`config.mk`:
```
export PLATFORM = sky130hd
export DESIGN_NAME = lrit_core
export DESIGN_NICKNAME = d
export VERILOG_FILES = /design/src/lrit_pkg.sv /design/src/lrit_core.sv /design/src/lrit_crc.sv
export SDC_FILE = /design/constraint.sdc
export NUM_CORES = 1
export LEC_CHECK = 0
export BUFFER_PORTS_ARGS = -buffer_cell sky130_fd_sc_hd__buf_2
export CELL_PAD_IN_SITES_DETAIL_PLACEMENT = 2
export CELL_PAD_IN_SITES_GLOBAL_PLACEMENT = 2
export CORE_MARGIN = 8
export CORE_UTILIZATION = 35
export CTS_CLUSTER_SIZE = 8
export DETAILED_ROUTE_END_ITERATION = 10
export PLACE_DENSITY = 0.92
export SKIP_LAST_GASP = 1
export SLEW_MARGIN = 0
export SYNTH_ARGS = -nofsm -noshare
export SYNTH_HDL_FRONTEND = slang
export SYNTH_SLANG_ARGS = --single-unit
```
`constraint.sdc`:
```
create_clock -name i_clk_sys -period 8.4 [get_ports i_clk_sys]
set_input_delay 0 -clock i_clk_sys [delete_from_list [all_inputs] [get_ports i_clk_sys]]
set_output_delay 0 -clock i_clk_sys [all_outputs]
set_load 0.02 [all_outputs]
```
`src/lrit_pkg.sv`:
```
// Behaviour
// - Count each successful measurement in the output.
// - Four-bit count, zero at power-up, wraps.
// - Check field refreshed with every measurement.
// - Threshold watches one channel, selected by setting.
// - Separate low and high thresholds and flags.
// - Below low or above high is a fault.
// - Flags set after consecutive faults reach setting.
// - Reset selects automatic range detection.
// - Automatic range re-chosen on every measurement.
// - Nine manual ranges selectable instead of automatic.
// - Range value 0xC selects automatic.
// - Twelve conversion times, 600 us to 800 ms.
// - Continuous and one-shot modes by configuration.
// - Shutdown after power-up, no conversions until programmed.
// - Threshold result drives the interrupt pin.
// - Clock line low 28 ms resets bus logic.
// - Written one-shot mode clears after measurement.
// - Trigger during conversion is ignored.
package lrit_pkg;

    localparam int CODE_W = 20;
    localparam int CNT_W = 4;
    localparam int CRC_W = 4;
    localparam logic [CRC_W-1:0] CRC_POLY = 4'h3;

    // Operating modes held in the mode register.
    localparam logic [1:0] MODE_OFF = 2'h0;
    localparam logic [1:0] MODE_ONE_FORCE = 2'h1;
    localparam logic [1:0] MODE_ONE_REG = 2'h2;
    localparam logic [1:0] MODE_CONT = 2'h3;
    localparam logic [1:0] MODE_RST = MODE_OFF;

    // Range field: 0 to 8 manual, 0xC automatic.
    localparam logic [3:0] RANGE_AUTO = 4'hC;
    localparam logic [3:0] RANGE_MAX = 4'h8;
    localparam logic [3:0] RANGE_RST = RANGE_AUTO;
    localparam logic [3:0] CONV_SEL_LAST = 4'hB;

    // Timing, figures in nanoseconds, clock at 40 MHz.
    localparam int CLK_PERIOD_NS = 25;
    localparam int T_CONV_MIN_NS = 600000;
    localparam int T_CONV_MAX_NS = 800000000;
    localparam int T_TIMEO_NS = 28000000;
    localparam int CONV_MIN_CYC = T_CONV_MIN_NS / CLK_PERIOD_NS;
    localparam int CONV_MAX_CYC = T_CONV_MAX_NS / CLK_PERIOD_NS;
    localparam int TIMEO_CYC = T_TIMEO_NS / CLK_PERIOD_NS;
    localparam int TMR_W = 26;

    typedef enum logic [1:0] {
        ST_OFF = 2'h0,
        ST_CONV = 2'h1,
        ST_DONE = 2'h3
    } lrit_state_e;

    // One complete output record.
    typedef struct packed {
        logic [CODE_W-1:0] ch0;
        logic [CODE_W-1:0] ch1;
        logic [3:0] range;
        logic [CNT_W-1:0] count;
        logic [CRC_W-1:0] crc;
    } lrit_result_s;

    localparam int CRC_DATA_W = 2 * CODE_W + 4 + CNT_W;

endpackage : lrit_pkg

```
`src/lrit_core.sv`:
```
`timescale 1ns/1ps
module lrit_core #(
    parameter int P_CONV_MIN_CYC = lrit_pkg::CONV_MIN_CYC,
    parameter int P_CONV_MAX_CYC = lrit_pkg::CONV_MAX_CYC,
    parameter int P_TIMEO_CYC = lrit_pkg::TIMEO_CYC
) (
    input wire logic i_clk_sys,
    input wire logic i_sys_rst,
    input wire logic i_mode_wr,
    input wire logic [1:0] i_mode_val,
    input wire logic i_range_wr,
    input wire logic [3:0] i_range_val,
    input wire logic [3:0] i_conv_time,
    input wire logic i_threshold_channel_select,
    input wire logic [lrit_pkg::CODE_W-1:0] i_thr_low,
    input wire logic [lrit_pkg::CODE_W-1:0] i_thr_high,
    input wire logic [1:0] i_fault_count,
    input wire logic [lrit_pkg::CODE_W-1:0] i_ch0_code,
    input wire logic [lrit_pkg::CODE_W-1:0] i_ch1_code,
    input wire logic i_scl,
    output logic [1:0] o_mode,
    output logic [3:0] o_range_cfg,
    output logic o_conv_busy,
    output logic [3:0] o_conv_range,
    output logic o_result_valid,
    output lrit_pkg::lrit_result_s o_result,
    output logic o_flag_low,
    output logic o_flag_high,
    output logic o_int_o,
    output logic o_int_oe_n,
    output logic o_bus_sm_rst
);

    lrit_pkg::lrit_state_e state_q;
    logic [1:0] mode_q;
    logic [3:0] range_cfg_q;
    logic [3:0] range_auto_q;
    logic [3:0] range_cur_q;
    logic [lrit_pkg::TMR_W-1:0] tmr_q;
    logic [lrit_pkg::TMR_W-1:0] conv_len;
    logic trig_q;
    logic start;
    logic done;
    logic auto_sel;
    lrit_pkg::lrit_result_s res_q;
    logic [lrit_pkg::CRC_W-1:0] crc_d;
    logic [lrit_pkg::CODE_W-1:0] sel_code;
    logic below;
    logic above;
    logic [2:0] run_q;
    logic [2:0] run_d;
    logic flag_low_q;
    logic flag_high_q;
    logic valid_q;
    logic scl_m_q;
    logic scl_s_q;
    logic [lrit_pkg::TMR_W-1:0] low_cnt_q;
    logic bus_rst_q;

    assign auto_sel = (range_cfg_q == lrit_pkg::RANGE_AUTO);
    assign done = (state_q == lrit_pkg::ST_CONV) && (tmr_q == '0);

    // Conversion length: doubling steps from the shortest, last is longest.
    always_comb begin
        if (i_conv_time >= lrit_pkg::CONV_SEL_LAST) begin
            conv_len = lrit_pkg::TMR_W'(P_CONV_MAX_CYC - 1);
        end else begin
            conv_len = lrit_pkg::TMR_W'((P_CONV_MIN_CYC << i_conv_time) - 1);
        end
    end

    // Mode register; a written one-shot is consumed by its measurement.
    always_ff @(posedge i_clk_sys) begin
        if (i_sys_rst) begin
            mode_q <= lrit_pkg::MODE_RST;
        end else if (i_mode_wr) begin
            mode_q <= i_mode_val;
        end else if (done && mode_q != lrit_pkg::MODE_CONT) begin
            mode_q <= lrit_pkg::MODE_OFF;
        end
    end

    // One-shot trigger; writes while converting are dropped, not queued.
    always_ff @(posedge i_clk_sys) begin
        if (i_sys_rst) begin
            trig_q <= 1'b0;
        end else if (i_mode_wr && state_q == lrit_pkg::ST_OFF) begin
            trig_q <= (i_mode_val == lrit_pkg::MODE_ONE_FORCE)
                || (i_mode_val == lrit_pkg::MODE_ONE_REG);
        end else begin
            trig_q <= 1'b0;
        end
    end

    assign start = (state_q == lrit_pkg::ST_OFF)
        && (trig_q || (mode_q == lrit_pkg::MODE_CONT && !i_mode_wr));

    // Range configuration register, automatic after reset.
    always_ff @(posedge i_clk_sys) begin
        if (i_sys_rst) begin
            range_cfg_q <= lrit_pkg::RANGE_RST;
        end else if (i_range_wr) begin
            range_cfg_q <= i_range_val;
        end
    end

    // Automatic range follows light on every result; forced one-shot
    // restarts it from the widest range and ignores history.
    always_ff @(posedge i_clk_sys) begin
        if (i_sys_rst) begin
            range_auto_q <= lrit_pkg::RANGE_MAX;
        end else if (trig_q && mode_q == lrit_pkg::MODE_ONE_FORCE) begin
            range_auto_q <= lrit_pkg::RANGE_MAX;
        end else if (done) begin
            if (sel_code[lrit_pkg::CODE_W-1 -: 2] == 2'h3
                && range_cur_q < lrit_pkg::RANGE_MAX) begin
                range_auto_q <= range_cur_q + 4'h1;
            end else if (sel_code[lrit_pkg::CODE_W-1 -: 3] == 3'h0
                && range_cur_q != 4'h0) begin
                range_auto_q <= range_cur_q - 4'h1;
            end else begin
                range_auto_q <= range_cur_q;
            end
        end
    end

    // Sequencer and conversion timer.
    always_ff @(posedge i_clk_sys) begin
        if (i_sys_rst) begin
            state_q <= lrit_pkg::ST_OFF;
            tmr_q <= '0;
            range_cur_q <= lrit_pkg::RANGE_MAX;
        end else begin
            case (state_q)
                lrit_pkg::ST_OFF: begin
                    if (start) begin
                        state_q <= lrit_pkg::ST_CONV;
                        tmr_q <= conv_len;
                        if (!auto_sel) begin
                            range_cur_q <= (range_cfg_q > lrit_pkg::RANGE_MAX)
                                ? lrit_pkg::RANGE_MAX : range_cfg_q;
                        end else if (mode_q == lrit_pkg::MODE_ONE_FORCE) begin
                            range_cur_q <= lrit_pkg::RANGE_MAX;
                        end else begin
                            range_cur_q <= range_auto_q;
                        end
                    end
                end
                lrit_pkg::ST_CONV: begin
                    if (done) begin
                        state_q <= lrit_pkg::ST_DONE;
                    end else begin
                        tmr_q <= tmr_q - 1'b1;
                    end
                end
                lrit_pkg::ST_DONE: begin
                    state_q <= lrit_pkg::ST_OFF;
                end
                default: begin
                    state_q <= lrit_pkg::ST_OFF;
                end
            endcase
        end
    end

    // Threshold compare on the selected channel.
    assign sel_code = i_threshold_channel_select
        ? i_ch1_code : i_ch0_code;
    assign below = (sel_code < i_thr_low);
    assign above = (sel_code > i_thr_high);
    assign run_d = (run_q == 3'h7) ? run_q : run_q + 3'h1;

    lrit_crc #(
        .DATA_W(lrit_pkg::CRC_DATA_W)
    ) u_crc (
        .i_data({i_ch0_code, i_ch1_code, range_cur_q,
            res_q.count + 4'h1}),
        .o_crc(crc_d)
    );

    // Whole record loads in one edge so a burst never mixes samples.
    always_ff @(posedge i_clk_sys) begin
        if (i_sys_rst) begin
            res_q <= '0;
            valid_q <= 1'b0;
        end else begin
            valid_q <= done;
            if (done) begin
                res_q.ch0 <= i_ch0_code;
                res_q.ch1 <= i_ch1_code;
                res_q.range <= range_cur_q;
                res_q.count <= res_q.count + 4'h1;
                res_q.crc <= crc_d;
            end
        end
    end

    // Consecutive fault run; flags rise only once the run is long enough.
    always_ff @(posedge i_clk_sys) begin
        if (i_sys_rst) begin
            run_q <= '0;
            flag_low_q <= 1'b0;
            flag_high_q <= 1'b0;
        end else if (done) begin
            if (below || above) begin
                run_q <= run_d;
                if (run_d >= {1'b0, i_fault_count} + 3'h1) begin
                    flag_low_q <= below;
                    flag_high_q <= above;
                end
            end else begin
                run_q <= '0;
                flag_low_q <= 1'b0;
                flag_high_q <= 1'b0;
            end
        end
    end

    // Clock line watchdog; the pin passes two flops first.
    always_ff @(posedge i_clk_sys) begin
        if (i_sys_rst) begin
            scl_m_q <= 1'b1;
            scl_s_q <= 1'b1;
            low_cnt_q <= '0;
            bus_rst_q <= 1'b0;
        end else begin
            scl_m_q <= i_scl;
            scl_s_q <= scl_m_q;
            bus_rst_q <= 1'b0;
            if (scl_s_q) begin
                low_cnt_q <= '0;
            end else if (low_cnt_q != lrit_pkg::TMR_W'(P_TIMEO_CYC)) begin
                low_cnt_q <= low_cnt_q + 1'b1;
                if (low_cnt_q == lrit_pkg::TMR_W'(P_TIMEO_CYC - 1)) begin
                    bus_rst_q <= 1'b1;
                end
            end
        end
    end

    assign o_mode = mode_q;
    assign o_range_cfg = range_cfg_q;
    assign o_conv_busy = (state_q == lrit_pkg::ST_CONV);
    assign o_conv_range = range_cur_q;
    assign o_result_valid = valid_q;
    assign o_result = res_q;
    assign o_flag_low = flag_low_q;
    assign o_flag_high = flag_high_q;
    // Open drain: pull the line low while either flag stands.
    assign o_int_o = 1'b0;
    assign o_int_oe_n = !(flag_low_q || flag_high_q);
    assign o_bus_sm_rst = bus_rst_q;
endmodule : lrit_core

```
`src/lrit_crc.sv`:
```
`timescale 1ns/1ps
// Serial-equivalent CRC folded into one combinational pass.
module lrit_crc #(
    parameter int DATA_W = 48
) (
    input wire logic [DATA_W-1:0] i_data,
    output logic [lrit_pkg::CRC_W-1:0] o_crc
);

    // Most significant data bit is shifted in first.
    always_comb begin
        logic [lrit_pkg::CRC_W-1:0] c;
        c = '0;
        for (int i = DATA_W - 1; i >= 0; i--) begin
            if (c[lrit_pkg::CRC_W-1] ^ i_data[i]) begin
                c = {c[lrit_pkg::CRC_W-2:0], 1'b0} ^ lrit_pkg::CRC_POLY;
            end else begin
                c = {c[lrit_pkg::CRC_W-2:0], 1'b0};
            end
        end
        o_crc = c;
    end

endmodule : lrit_crc

```
# Word-level counts from Yosys, hierarchy flattened
# Cells that the tools add are included.
[totals]
reg_bits = 130
latch_bits = 0
mem_bits_rw = 0
mem_bits_ro = 0
inputBits = 98
output_inout_bits = 69
mem_count = 0
[op_classes]
add_sub_neg = 8
mul = 0
div_mod_pow = 0
n_lt_le_gt_ge = 6
eq_ne = 15
shift = 1
mux = 70
bitwise = 96
reduce_logical = 28
[ops]
columns = ["operator", "count"]
rows = [
  ["2-to-1 mux 2 bit", 52],
  ["inverter 2 bit", 47],
  ["2-to-1 mux 26 bit", 3],
  ["case mux 26 bit (2 select lines)", 1],
  ["bitwise XOR 1 bit", 45],
  ["adder 26 x 1 -> 26 bit (second input constant)", 1],
  ["equality test 26 x 21 -> 1 bit (second input constant)", 1],
  ["logical NOT 26 bit", 1],
  ["inequality test 26 x 21 -> 1 bit (second input constant)", 1],
  ["left shift 15 x 4 -> 26 bit (first input constant)", 1],
  ["subtractor 26 x 1 -> 26 bit (second input constant)", 1],
  ["subtractor 26 x 2 -> 26 bit (second input constant)", 1],
  ["> comparator 20 bit", 1],
  ["less-than comparator 20 bit", 1],
  ["2-to-1 mux 20 bit", 1],
  ["2-to-1 mux 4 bit", 5],
  ["adder 4 x 1 -> 4 bit (second input constant)", 2],
  ["logical AND 1 bit", 8],
  ["equality test 2 x 1 -> 1 bit (second input constant)", 3],
  ["equality test 2 bit (second input constant)", 3],
  ["2-to-1 mux 3 bit", 2],
  ["inequality test 2 bit (second input constant)", 3],
  ["AND reduction 2 bit", 3],
  ["OR reduction 2 bit", 3],
  ["other kinds (22)", 34],
]

# Longest topological paths before layout
# Gate-level depths: netlist of run 1.
[depth]
ltp_word = 95
depth_mapped = 14
mapped_depth_nobuf = 12

# Cells and area by module
# A second synthesis of run 1 with hierarchy kept.
[hier_totals]
hier_cells = 1019
hier_area_um2 = 8310.5
[modules_own_cells]
columns = ["mod", "n_inst", "cells_each", "area_each_um2", "seq_area_each_um2"]
rows = [
  ["lrit_core", 1, 953, 7447.1, 2602.5],
  ["lrit_crc", 1, 66, 863.3, 0.0],
]

# Worst setup path after synthesis of run 1
# Ideal clock, no wire load.
[synth_path]
path_kind = "register to register"
start = "register tmr_q[13] (netlist bit)"
end = "register res_q, in the netlist o_result[33]"
setup_time_ns = 0.132
arrival_ns = 2.749
path_slack_ns = 5.519
path_stages_with_launch = 12
path_buffers = 3
period_less_slack_ns = 2.881
cell_sequence = "dfxtp_1 > or4_1 > nor2_1 > nand2_1 > nor3_1 > nand3_1 > or2_2 > clkbuf_1 > clkbuf_1 > clkbuf_1 > nand2_1 > a21oi_1"
[synth_via]
elab_chain_len = 2
[synth_rtl]
columns = ["element", "line", "source"]
rows = [
  ["start, declared", "lrit_core.sv:39", "logic [lrit_pkg::TMR_W-1:0] tmr_q;"],
  ["start signal, assigned", "lrit_core.sv:138", "tmr_q <= conv_len;"],
  ["start signal, assigned", "lrit_core.sv:153", "tmr_q <= tmr_q - 1'b1;"],
  ["logical NOT 26 bit", "lrit_core.sv:61", "assign done = (state_q == lrit_pkg::ST_CONV) && (tmr_q == '0);"],
  ["logical AND 1 bit", "lrit_core.sv:61", ""],
  ["end, declared", "lrit_core.sv:45", "lrit_pkg::lrit_result_s res_q;"],
]
# Every way passes these cells.
# A chain may end at the register's enable or synchronous reset.

# Worst setup path after layout of run 1
[layout_path]
start = "register tmr_q[13] (netlist bit)"
end = "register mode_q[1], in the netlist o_mode[1]"
[layout_via]
elab_chain_len = 4
[layout_rtl]
columns = ["element", "line", "source"]
rows = [
  ["logical NOT 26 bit", "lrit_core.sv:61", ""],
  ["logical AND 1 bit", "lrit_core.sv:61", ""],
  ["logical AND 1 bit", "lrit_core.sv:78", "end else if (done && mode_q != lrit_pkg::MODE_CONT) begin"],
  ["nonzero test 2 bit (no source line)", "-", ""],
  ["end signal, assigned", "lrit_core.sv:75", "mode_q <= lrit_pkg::MODE_RST;"],
  ["end signal, assigned", "lrit_core.sv:77", "mode_q <= i_mode_val;"],
  ["end signal, assigned", "lrit_core.sv:79", "mode_q <= lrit_pkg::MODE_OFF;"],
  ["end, declared", "lrit_core.sv:35", "logic [1:0] mode_q;"],
]
# Every way passes these cells.

==> reports/metrics.yaml, run 1 <==
timing:
  fin_crit_ns: 4.09
  fin_ws_ns: 4.31
  final.setup.tns_ns: 0
  max_freq_mhz: 244
  fin_crit_sh_pct: 48.7
  rsz0062_at_grt: "false"
  worstMarginPinSlew_ns: 1.13
  finalHoldViolCount: 0
  fin_worst_skew_ns: 0.0160
  setup_viol: 0
  max_slew_margin_pct: 24.9
  slew_viol_final: 0
finish:
  num-fill-cells: 2601
  multi_input_area_sq_um: 5100
  mostFrequentLayoutCell: "buf_2"
  mostFrequentLayoutCells: "buf_2 (164), nand2_1 (152), dfxtp_1 (130)"
  final_nets: 1359
  utilization_pct: 44.6
  drive_above_1_share_pct: 19.3
  area_growth_syn_to_layout_pct: 26.7
  fin_cells: 1544
  area.sequential_sq_um: 2600
route:
  viasPerCell: 5.48
  drc: 0
  first_pass_iters: 4
  wire_per_inst_um: 24.0
  antenna_left: 0
  drt_iter0_markers: 312
  totalWireLength_um: 37100
  routed-via-count: 8454
clock_tree:
  h-tree-depth: 4
  clockBufferDepth: 2
  numCtsBuffers: 17
  clock_latency_ns: 0.43
  tritoncts: "done"
  path_clk_slew_ns: 0.06
  cts_root_buffer: "clkbuf_16"
  ctsResizeCount: 0
  cts.sinks: 130
critical_path:
  worst_path_largest_cell_delay_ns: 0.64
  cp.required_ns: 8.70
  crit_chain: "or4_1 > nor2_1 > nand2_1 > nor3_1 > nand3_1 > or2_2 > buf_4 > o211ai_1 > a21oi_1 > dlygate4sd3_1"
  cp-start-kind: "flop"
  cpMaxStageDelayCell: "or4_1"
  cp-end-kind: "flop"
  critPathKind: "reg -> reg"
  crit_fanout: 60
  crit_arrival_ns: 4.40
grt:
  grt_max_degree: 91
  grt_use_met1_pct: 27.0
  grt_usage_pct: 26.2
  grt_pass1_vias: 9882
  busiest_layer: "met2"
  grtUsageMet3_pct: 6.64
  grt_pass1_wl_um: 58000
  grt_overflow: 0
  use_met2_pct: 47.4
  antenna_found_initial: 3
floorplanning:
  start_util_pct: 35.2
  pin_count: 167
  die_w_um: 169
  dieArea_sq_um: 28500
  coreArea_sq_um: 23200
  fp.dieH_um: 169
  num_rows: 56
power_and_ir_drop:
  power_frac_seq_pct: 27.1
  combPwrFrac_pct: 43.2
  power_density_nw_per_um2: 237
  p_sw_mw: 0.881
  swShare_pct: 35.9
  ir_drop_uv: 171
  clkPwrFrac_pct: 29.7
  p_int_mw: 1.57
  power.leakage_nw: 4.43
  power_mw: 2.45
placement:
  gp_congestion: 0.859
  port_buffers: 165
  place_inst: 1452
  dp_slack_ns: 4.74
  dp.final_hpwl_um: 24700
logic_synthesis:
  syn_area_sq_um: 8160
  synth_xor_area_share_pct: 14.6
  synth_compound_area_share_pct: 16.5
  ys_seq_elements: 130
  muxShareOfSynthArea_pct: 3.60
  synthAdderAreaFrac_pct: 7.82
  synth_top_cell_by_area: "dfxtp_1"
  yosysWarningCount: 0
  synth_top_family_by_area: "simple AND/OR/NAND/NOR gates"
  syn-num-nets: 1170
  syn_inst: 1021
  synth_top_area_share_pct: 31.9
  synth-simple-area-share_pct: 19.7
  synth-seq-area-share_pct: 31.9
  syn_avg_cell_area_sq_um: 7.99
  synthArstFlopShare_pct: 0
  synth_edf_count: 0
  synth-main-ff-cell: "dfxtp_1"
  yosys-top-cells-area: "dfxtp_1 (32%), ha_1 (7.8%), nand2_1 (7.0%), a21oi_1 (6.6%), xnor2_1 (6.4%)"
  ys_types: 57
min_path:
  holdCritPathClass: "in -> reg"
outcome:
  status: "completed"
run:
  cap_violations: 0
power by group through the flow:
stage / registers, mW / logic (mW) / clock network [mW]
finish: 0.664 / 1.06 / 0.729
global placement: 0.674 / 0.947 / 0
floorplan: 0.673 / 0.782 / 0
global route: 0.666 / 1.13 / 0.768
CTS: 0.663 / 1.05 / 0.744
detailed placement: 0.677 / 1.01 / 0
repair_timing:
| item | in CTS | in global routing |
|---|---|---|
| hold endpoints to repair | 49 | 0 |
| hold buffers | 58 | 0 |
| setup buffers | 0 | 0 |
critical path: cells and delay by family (launching register included):
kind | cells | cell delay, ns
flip-flops | 1 | 0.38
AND/OR/NAND/NOR | 6 | 2.26
AO/OA/AOI/OAI | 2 | 0.37
buffers and inverters | 2 | 0.88
flip-flops by register name (all words and copies together) (netlist names):
signal	count
o_mode	2
o_conv_range	4
scl_s_q	1
o_result	52
o_range_cfg	4
o_result_valid	1
trig_q	1
low_cnt_q	26
tmr_q	26
run_q	3
o_bus_sm_rst	1
state_q	2
scl_m_q	1
o_flag_high	1
range_auto_q	4
o_flag_low	1
area by class of cell:
class	count	share of cell area, %
clock buffer	19	4.19
tap	319	3.86
timing repair buffer	227	13.9
clock inverter	13	1.22
multi-input combinational	771	49.3
inverter	63	2.29
antenna	2	0.0484
sequential	130	25.2
cell usage after synthesis (all sizes together) (3+ instances only):
cell,instances
a21oi,108
mux2,19
ha,51
o21a,6
nand4,15
xnor2,64
mux2i,8
nor3,22
o211ai,6
o21ai,48
a221oi,4
and3,6
or2,7
or3,10
buf,6
xor2,29
a21o,12
a31oi,4
dfxtp,130
nor2,82
nand3,22
a311oi,4
a22oi,8
nor4,11
and4,3
a211oi,7
nor4b,3
nand2b,12
o221ai,3
xnor3,13
clkbuf,51
nor2b,7
nand2,152
inv,63
stage by stage:
stage                     area (sq um)  hold WS (ns)
after floorplan                   8160         0.104
after global placement            9200         0.197
after detailed placement          9200         0.190
after CTS                        10300         0.171
after global routing             10300         0.226
final                            10300         0.202
final timing paths:
| path | start | endpoint | slack (ns) | cells past startpoint |
|---|---|---|---|---|
| worst max-delay path | tmr_q[13]$_SDFFE_PP0P_ | o_mode[1]$_SDFFE_PP0P_ | 4.31 | 10 |
| worst min-delay path | i_conv_time[1] | tmr_q[20]$_SDFFE_PP0P_ | 0.20 | 4 |
| worst max register to register | tmr_q[13]$_SDFFE_PP0P_ | o_mode[1]$_SDFFE_PP0P_ | 4.31 | 10 |
| worst min register to register | scl_m_q$_SDFF_PP1_ | scl_s_q$_SDFF_PP1_ | 0.43 | 1 |
logic make-up after synthesis:
kind of cell,after synthesis
AO/OA/AOI/OAI,227
flip-flops,130
adder cells (fa/ha/maj),51
XOR/XNOR,108
AND/OR/NAND/NOR,357
buffers and inverters,120
other,1
multiplexers,27
routing by layer:
layer / up-vias / wire, um
li1: 3880 / -
met1: 4154 / 14200
met2: 295 / 18800
met3: 123 / 1920
met4: 2 / 2080
met5: - / 15
(Power assumes the default switching activity.)
==> run 2, diff against run 1 <==
--- a/config.mk
+++ b/config.mk
@@ -9,10 +9,10 @@
 export CELL_PAD_IN_SITES_DETAIL_PLACEMENT = 2
 export CELL_PAD_IN_SITES_GLOBAL_PLACEMENT = 2
 export CORE_MARGIN = 8
-export CORE_UTILIZATION = 35
+export CORE_UTILIZATION = 29
 export CTS_CLUSTER_SIZE = 8
 export DETAILED_ROUTE_END_ITERATION = 10
-export PLACE_DENSITY = 0.92
+export PLACE_DENSITY = 0.82
 export SKIP_LAST_GASP = 1
 export SLEW_MARGIN = 0
 export SYNTH_ARGS = -nofsm -noshare
==> constraint.sdc (replaced) <==
create_clock -name i_clk_sys -period 3.6 [get_ports i_clk_sys]
set_input_delay 0 -clock i_clk_sys [delete_from_list [all_inputs] [get_ports i_clk_sys]]
set_output_delay 0 -clock i_clk_sys [all_outputs]
set_load 0.02 [all_outputs]
==> run 2 against run 1 <==
- hold slack gained 0.0049 ns
- setup slack lost 4.0 ns
- routed wire length shrank 9.1%
- die area grew 19%
- clock-buffer cell count shrank 1
- sequential cell count is the same
- via count shrank 3.3%
- total power grew 140%
- design area grew 2.5%
- clock skew shrank 0.0017 ns
==> reports/metrics.yaml, run 2 (synthesized netlist as in run 1, its figures left out) <==
timing:
  fin_ws_ns: 0.259
  fin_crit_ns: 3.34
  rsz0062_at_grt: "false"
  slew_viol_final: 0
  finalHoldViolCount: 0
  worstMarginPinSlew_ns: 1.13
  setup_viol: 0
  max_freq_mhz: 299
  fin_crit_sh_pct: 92.8
  fin_worst_skew_ns: 0.0143
  max_slew_margin_pct: 24.7
  final.setup.tns_ns: 0
critical_path:
  crit_arrival_ns: 3.58
  worst-path-buf-inv: 2
  critPathMostFrequentCell: "xnor2_1"
  critPathKind: "in -> reg"
  startpoint: "i_ch0_code[11]"
  r2r-start: "tmr_q[13]$_SDFFE_PP0P_"
  cp.required_ns: 3.84
  critical_path.top_delay_family: "XOR/XNOR gates"
  crit_fanout: 3
  cp.depth: 12
  r2r_setup_slack_ns: 0.32
  worstReg2RegEnd: "o_result[15]$_SDFFE_PP0P_"
  r2r_cells: 9
  cp-end-kind: "flop"
  cp-start-kind: "primary input"
  crit_chain: "dlygate4sd3_1 > buf_2 > xnor3_1 > xnor2_1 > xor3_1 > xor2_1 > xor2_1 > xnor2_1 > xnor3_2 > xnor2_2 > xnor2_1 > a211oi_2"
  worstSetupEndpoint: "o_result[1]$_SDFFE_PP0P_"
  cpMaxStageDelayCell: "dlygate4sd3_1"
  worst_path_largest_cell_delay_ns: 0.54
placement:
  place_inst: 1525
  gp_congestion: 0.840
  port_buffers: 165
  dp_slack_ns: 0.354
  dp.final_hpwl_um: 24000
  postPlaceCellArea_sq_um: 9410
route:
  drc: 0
  wire_per_inst_um: 20.8
  totalWireLength_um: 33700
  viasPerCell: 5.05
  routed-via-count: 8173
  first_pass_iters: 4
  antenna_left: 0
  drt_iter0_markers: 319
clock_tree:
  clockBufferDepth: 2
  h-tree-depth: 4
  cts.sinks: 130
  ctsResizeCount: 0
  numCtsBuffers: 17
  tritoncts: "done"
  clock_latency_ns: 0.42
  cts_root_buffer: "clkbuf_16"
  path_clk_slew_ns: 0.06
finish:
  mostFrequentLayoutCell: "buf_2"
  fin_cells: 1618
  design_area_sq_um: 10600
  area_growth_syn_to_layout_pct: 29.9
  drive_above_1_share_pct: 20.3
  largest_reg_flops: 52
  utilization_pct: 38.2
  mostFrequentLayoutCells: "buf_2 (164), nand2_1 (152), dfxtp_1 (130)"
  final_nets: 1372
run:
  cap_violations: 0
grt:
  grt_pass1_vias: 9391
  grt_pass1_wl_um: 53400
  grt_overflow: 0
  grt_max_degree: 91
  antenna_found_initial: 7
  grt_usage_pct: 20.1
outcome:
  status: "completed"
floorplanning:
  fp.dieH_um: 184
  dieArea_sq_um: 33800
  start_util_pct: 29.4
  coreArea_sq_um: 27800
  num_rows: 61
  die_w_um: 184
  pin_count: 167
min_path:
  holdCritPathClass: "in -> reg"
power_and_ir_drop:
  power_density_nw_per_um2: 543
  power.leakage_nw: 4.53
  ir_drop_uv: 403
[run 2: changes by cell type in the layout (fill, tap and decap cells not counted), sizes merged]
cell / delta
buf: +14
bufinv: +2
clkinvlp: -2
diode: +2
clkbuf: -1
dlygate4sd3: -1
inv: +1
[run 2: worst min-delay path by stage]
stage	slack (ns)	from	depth (start not counted)	endpoint
5_1_grt	0.25	i_conv_time[3]	5	tmr_q[23]$_SDFFE_PP0P_
3_5_place_dp	0.20	i_scl	2	scl_m_q$_SDFF_PP1_
2_1_floorplan	0.10	i_scl	1	scl_m_q$_SDFF_PP1_
6_report	0.21	i_conv_time[1]	4	tmr_q[20]$_SDFFE_PP0P_
3_3_place_gp	0.19	i_scl	2	scl_m_q$_SDFF_PP1_
4_1_cts	0.19	i_conv_time[1]	4	tmr_q[20]$_SDFFE_PP0P_
[run 2: report_power, final]
group | total, mW | internal (mW) | leakage, nW | switching, mW
clock | 1.84 | 1.10 | 0.294 | 0.739
sequential | 1.54 | 1.49 | 1.05 | 0.0549
combinational | 2.37 | 1.23 | 3.18 | 1.14
[run 2: area by class of cell]
class,instances,area (sq um)
antenna,4,10.0
clock buffer,18,429
clock inverter,14,179
fill,3200,17200
inverter,63,236
multi-input combinational,771,5100
sequential,130,2600
tap,378,473
timing repair buffer,240,1570
[run 2: layer usage]
layer,global-route usage (%),wire (um)
met1,23.2,14400
met2,35.3,16700
met5,0,51
met3,5.14,1640
met4,7.81,946
[run 2: worst reg2reg max path, cell delays in order (launching register included)]
cell and delay (ns):
dfxtp_1 0.37, or4_1 0.65, nor2_1 0.23, nand2_1 0.13
nor3_1 0.26, nand3_1 0.21, or2_2 0.66, buf_4 0.37
nand2_1 0.12, a21oi_1 0.09
[run 2: timing repair]
item,4_1_cts,5_1_grt
setup endpoints to repair,0,0
endpoints found under the hold margin,49,0
buffers inserted,0,0
hold buffers,57,0
[run 2: through the flow]
step	power (mW)	hold WS, ns
finish	5.76	0.206
global route	6.09	0.255
CTS	5.82	0.188
detailed placement	3.85	0.203
global placement	3.79	0.194
floorplan	3.40	0.104
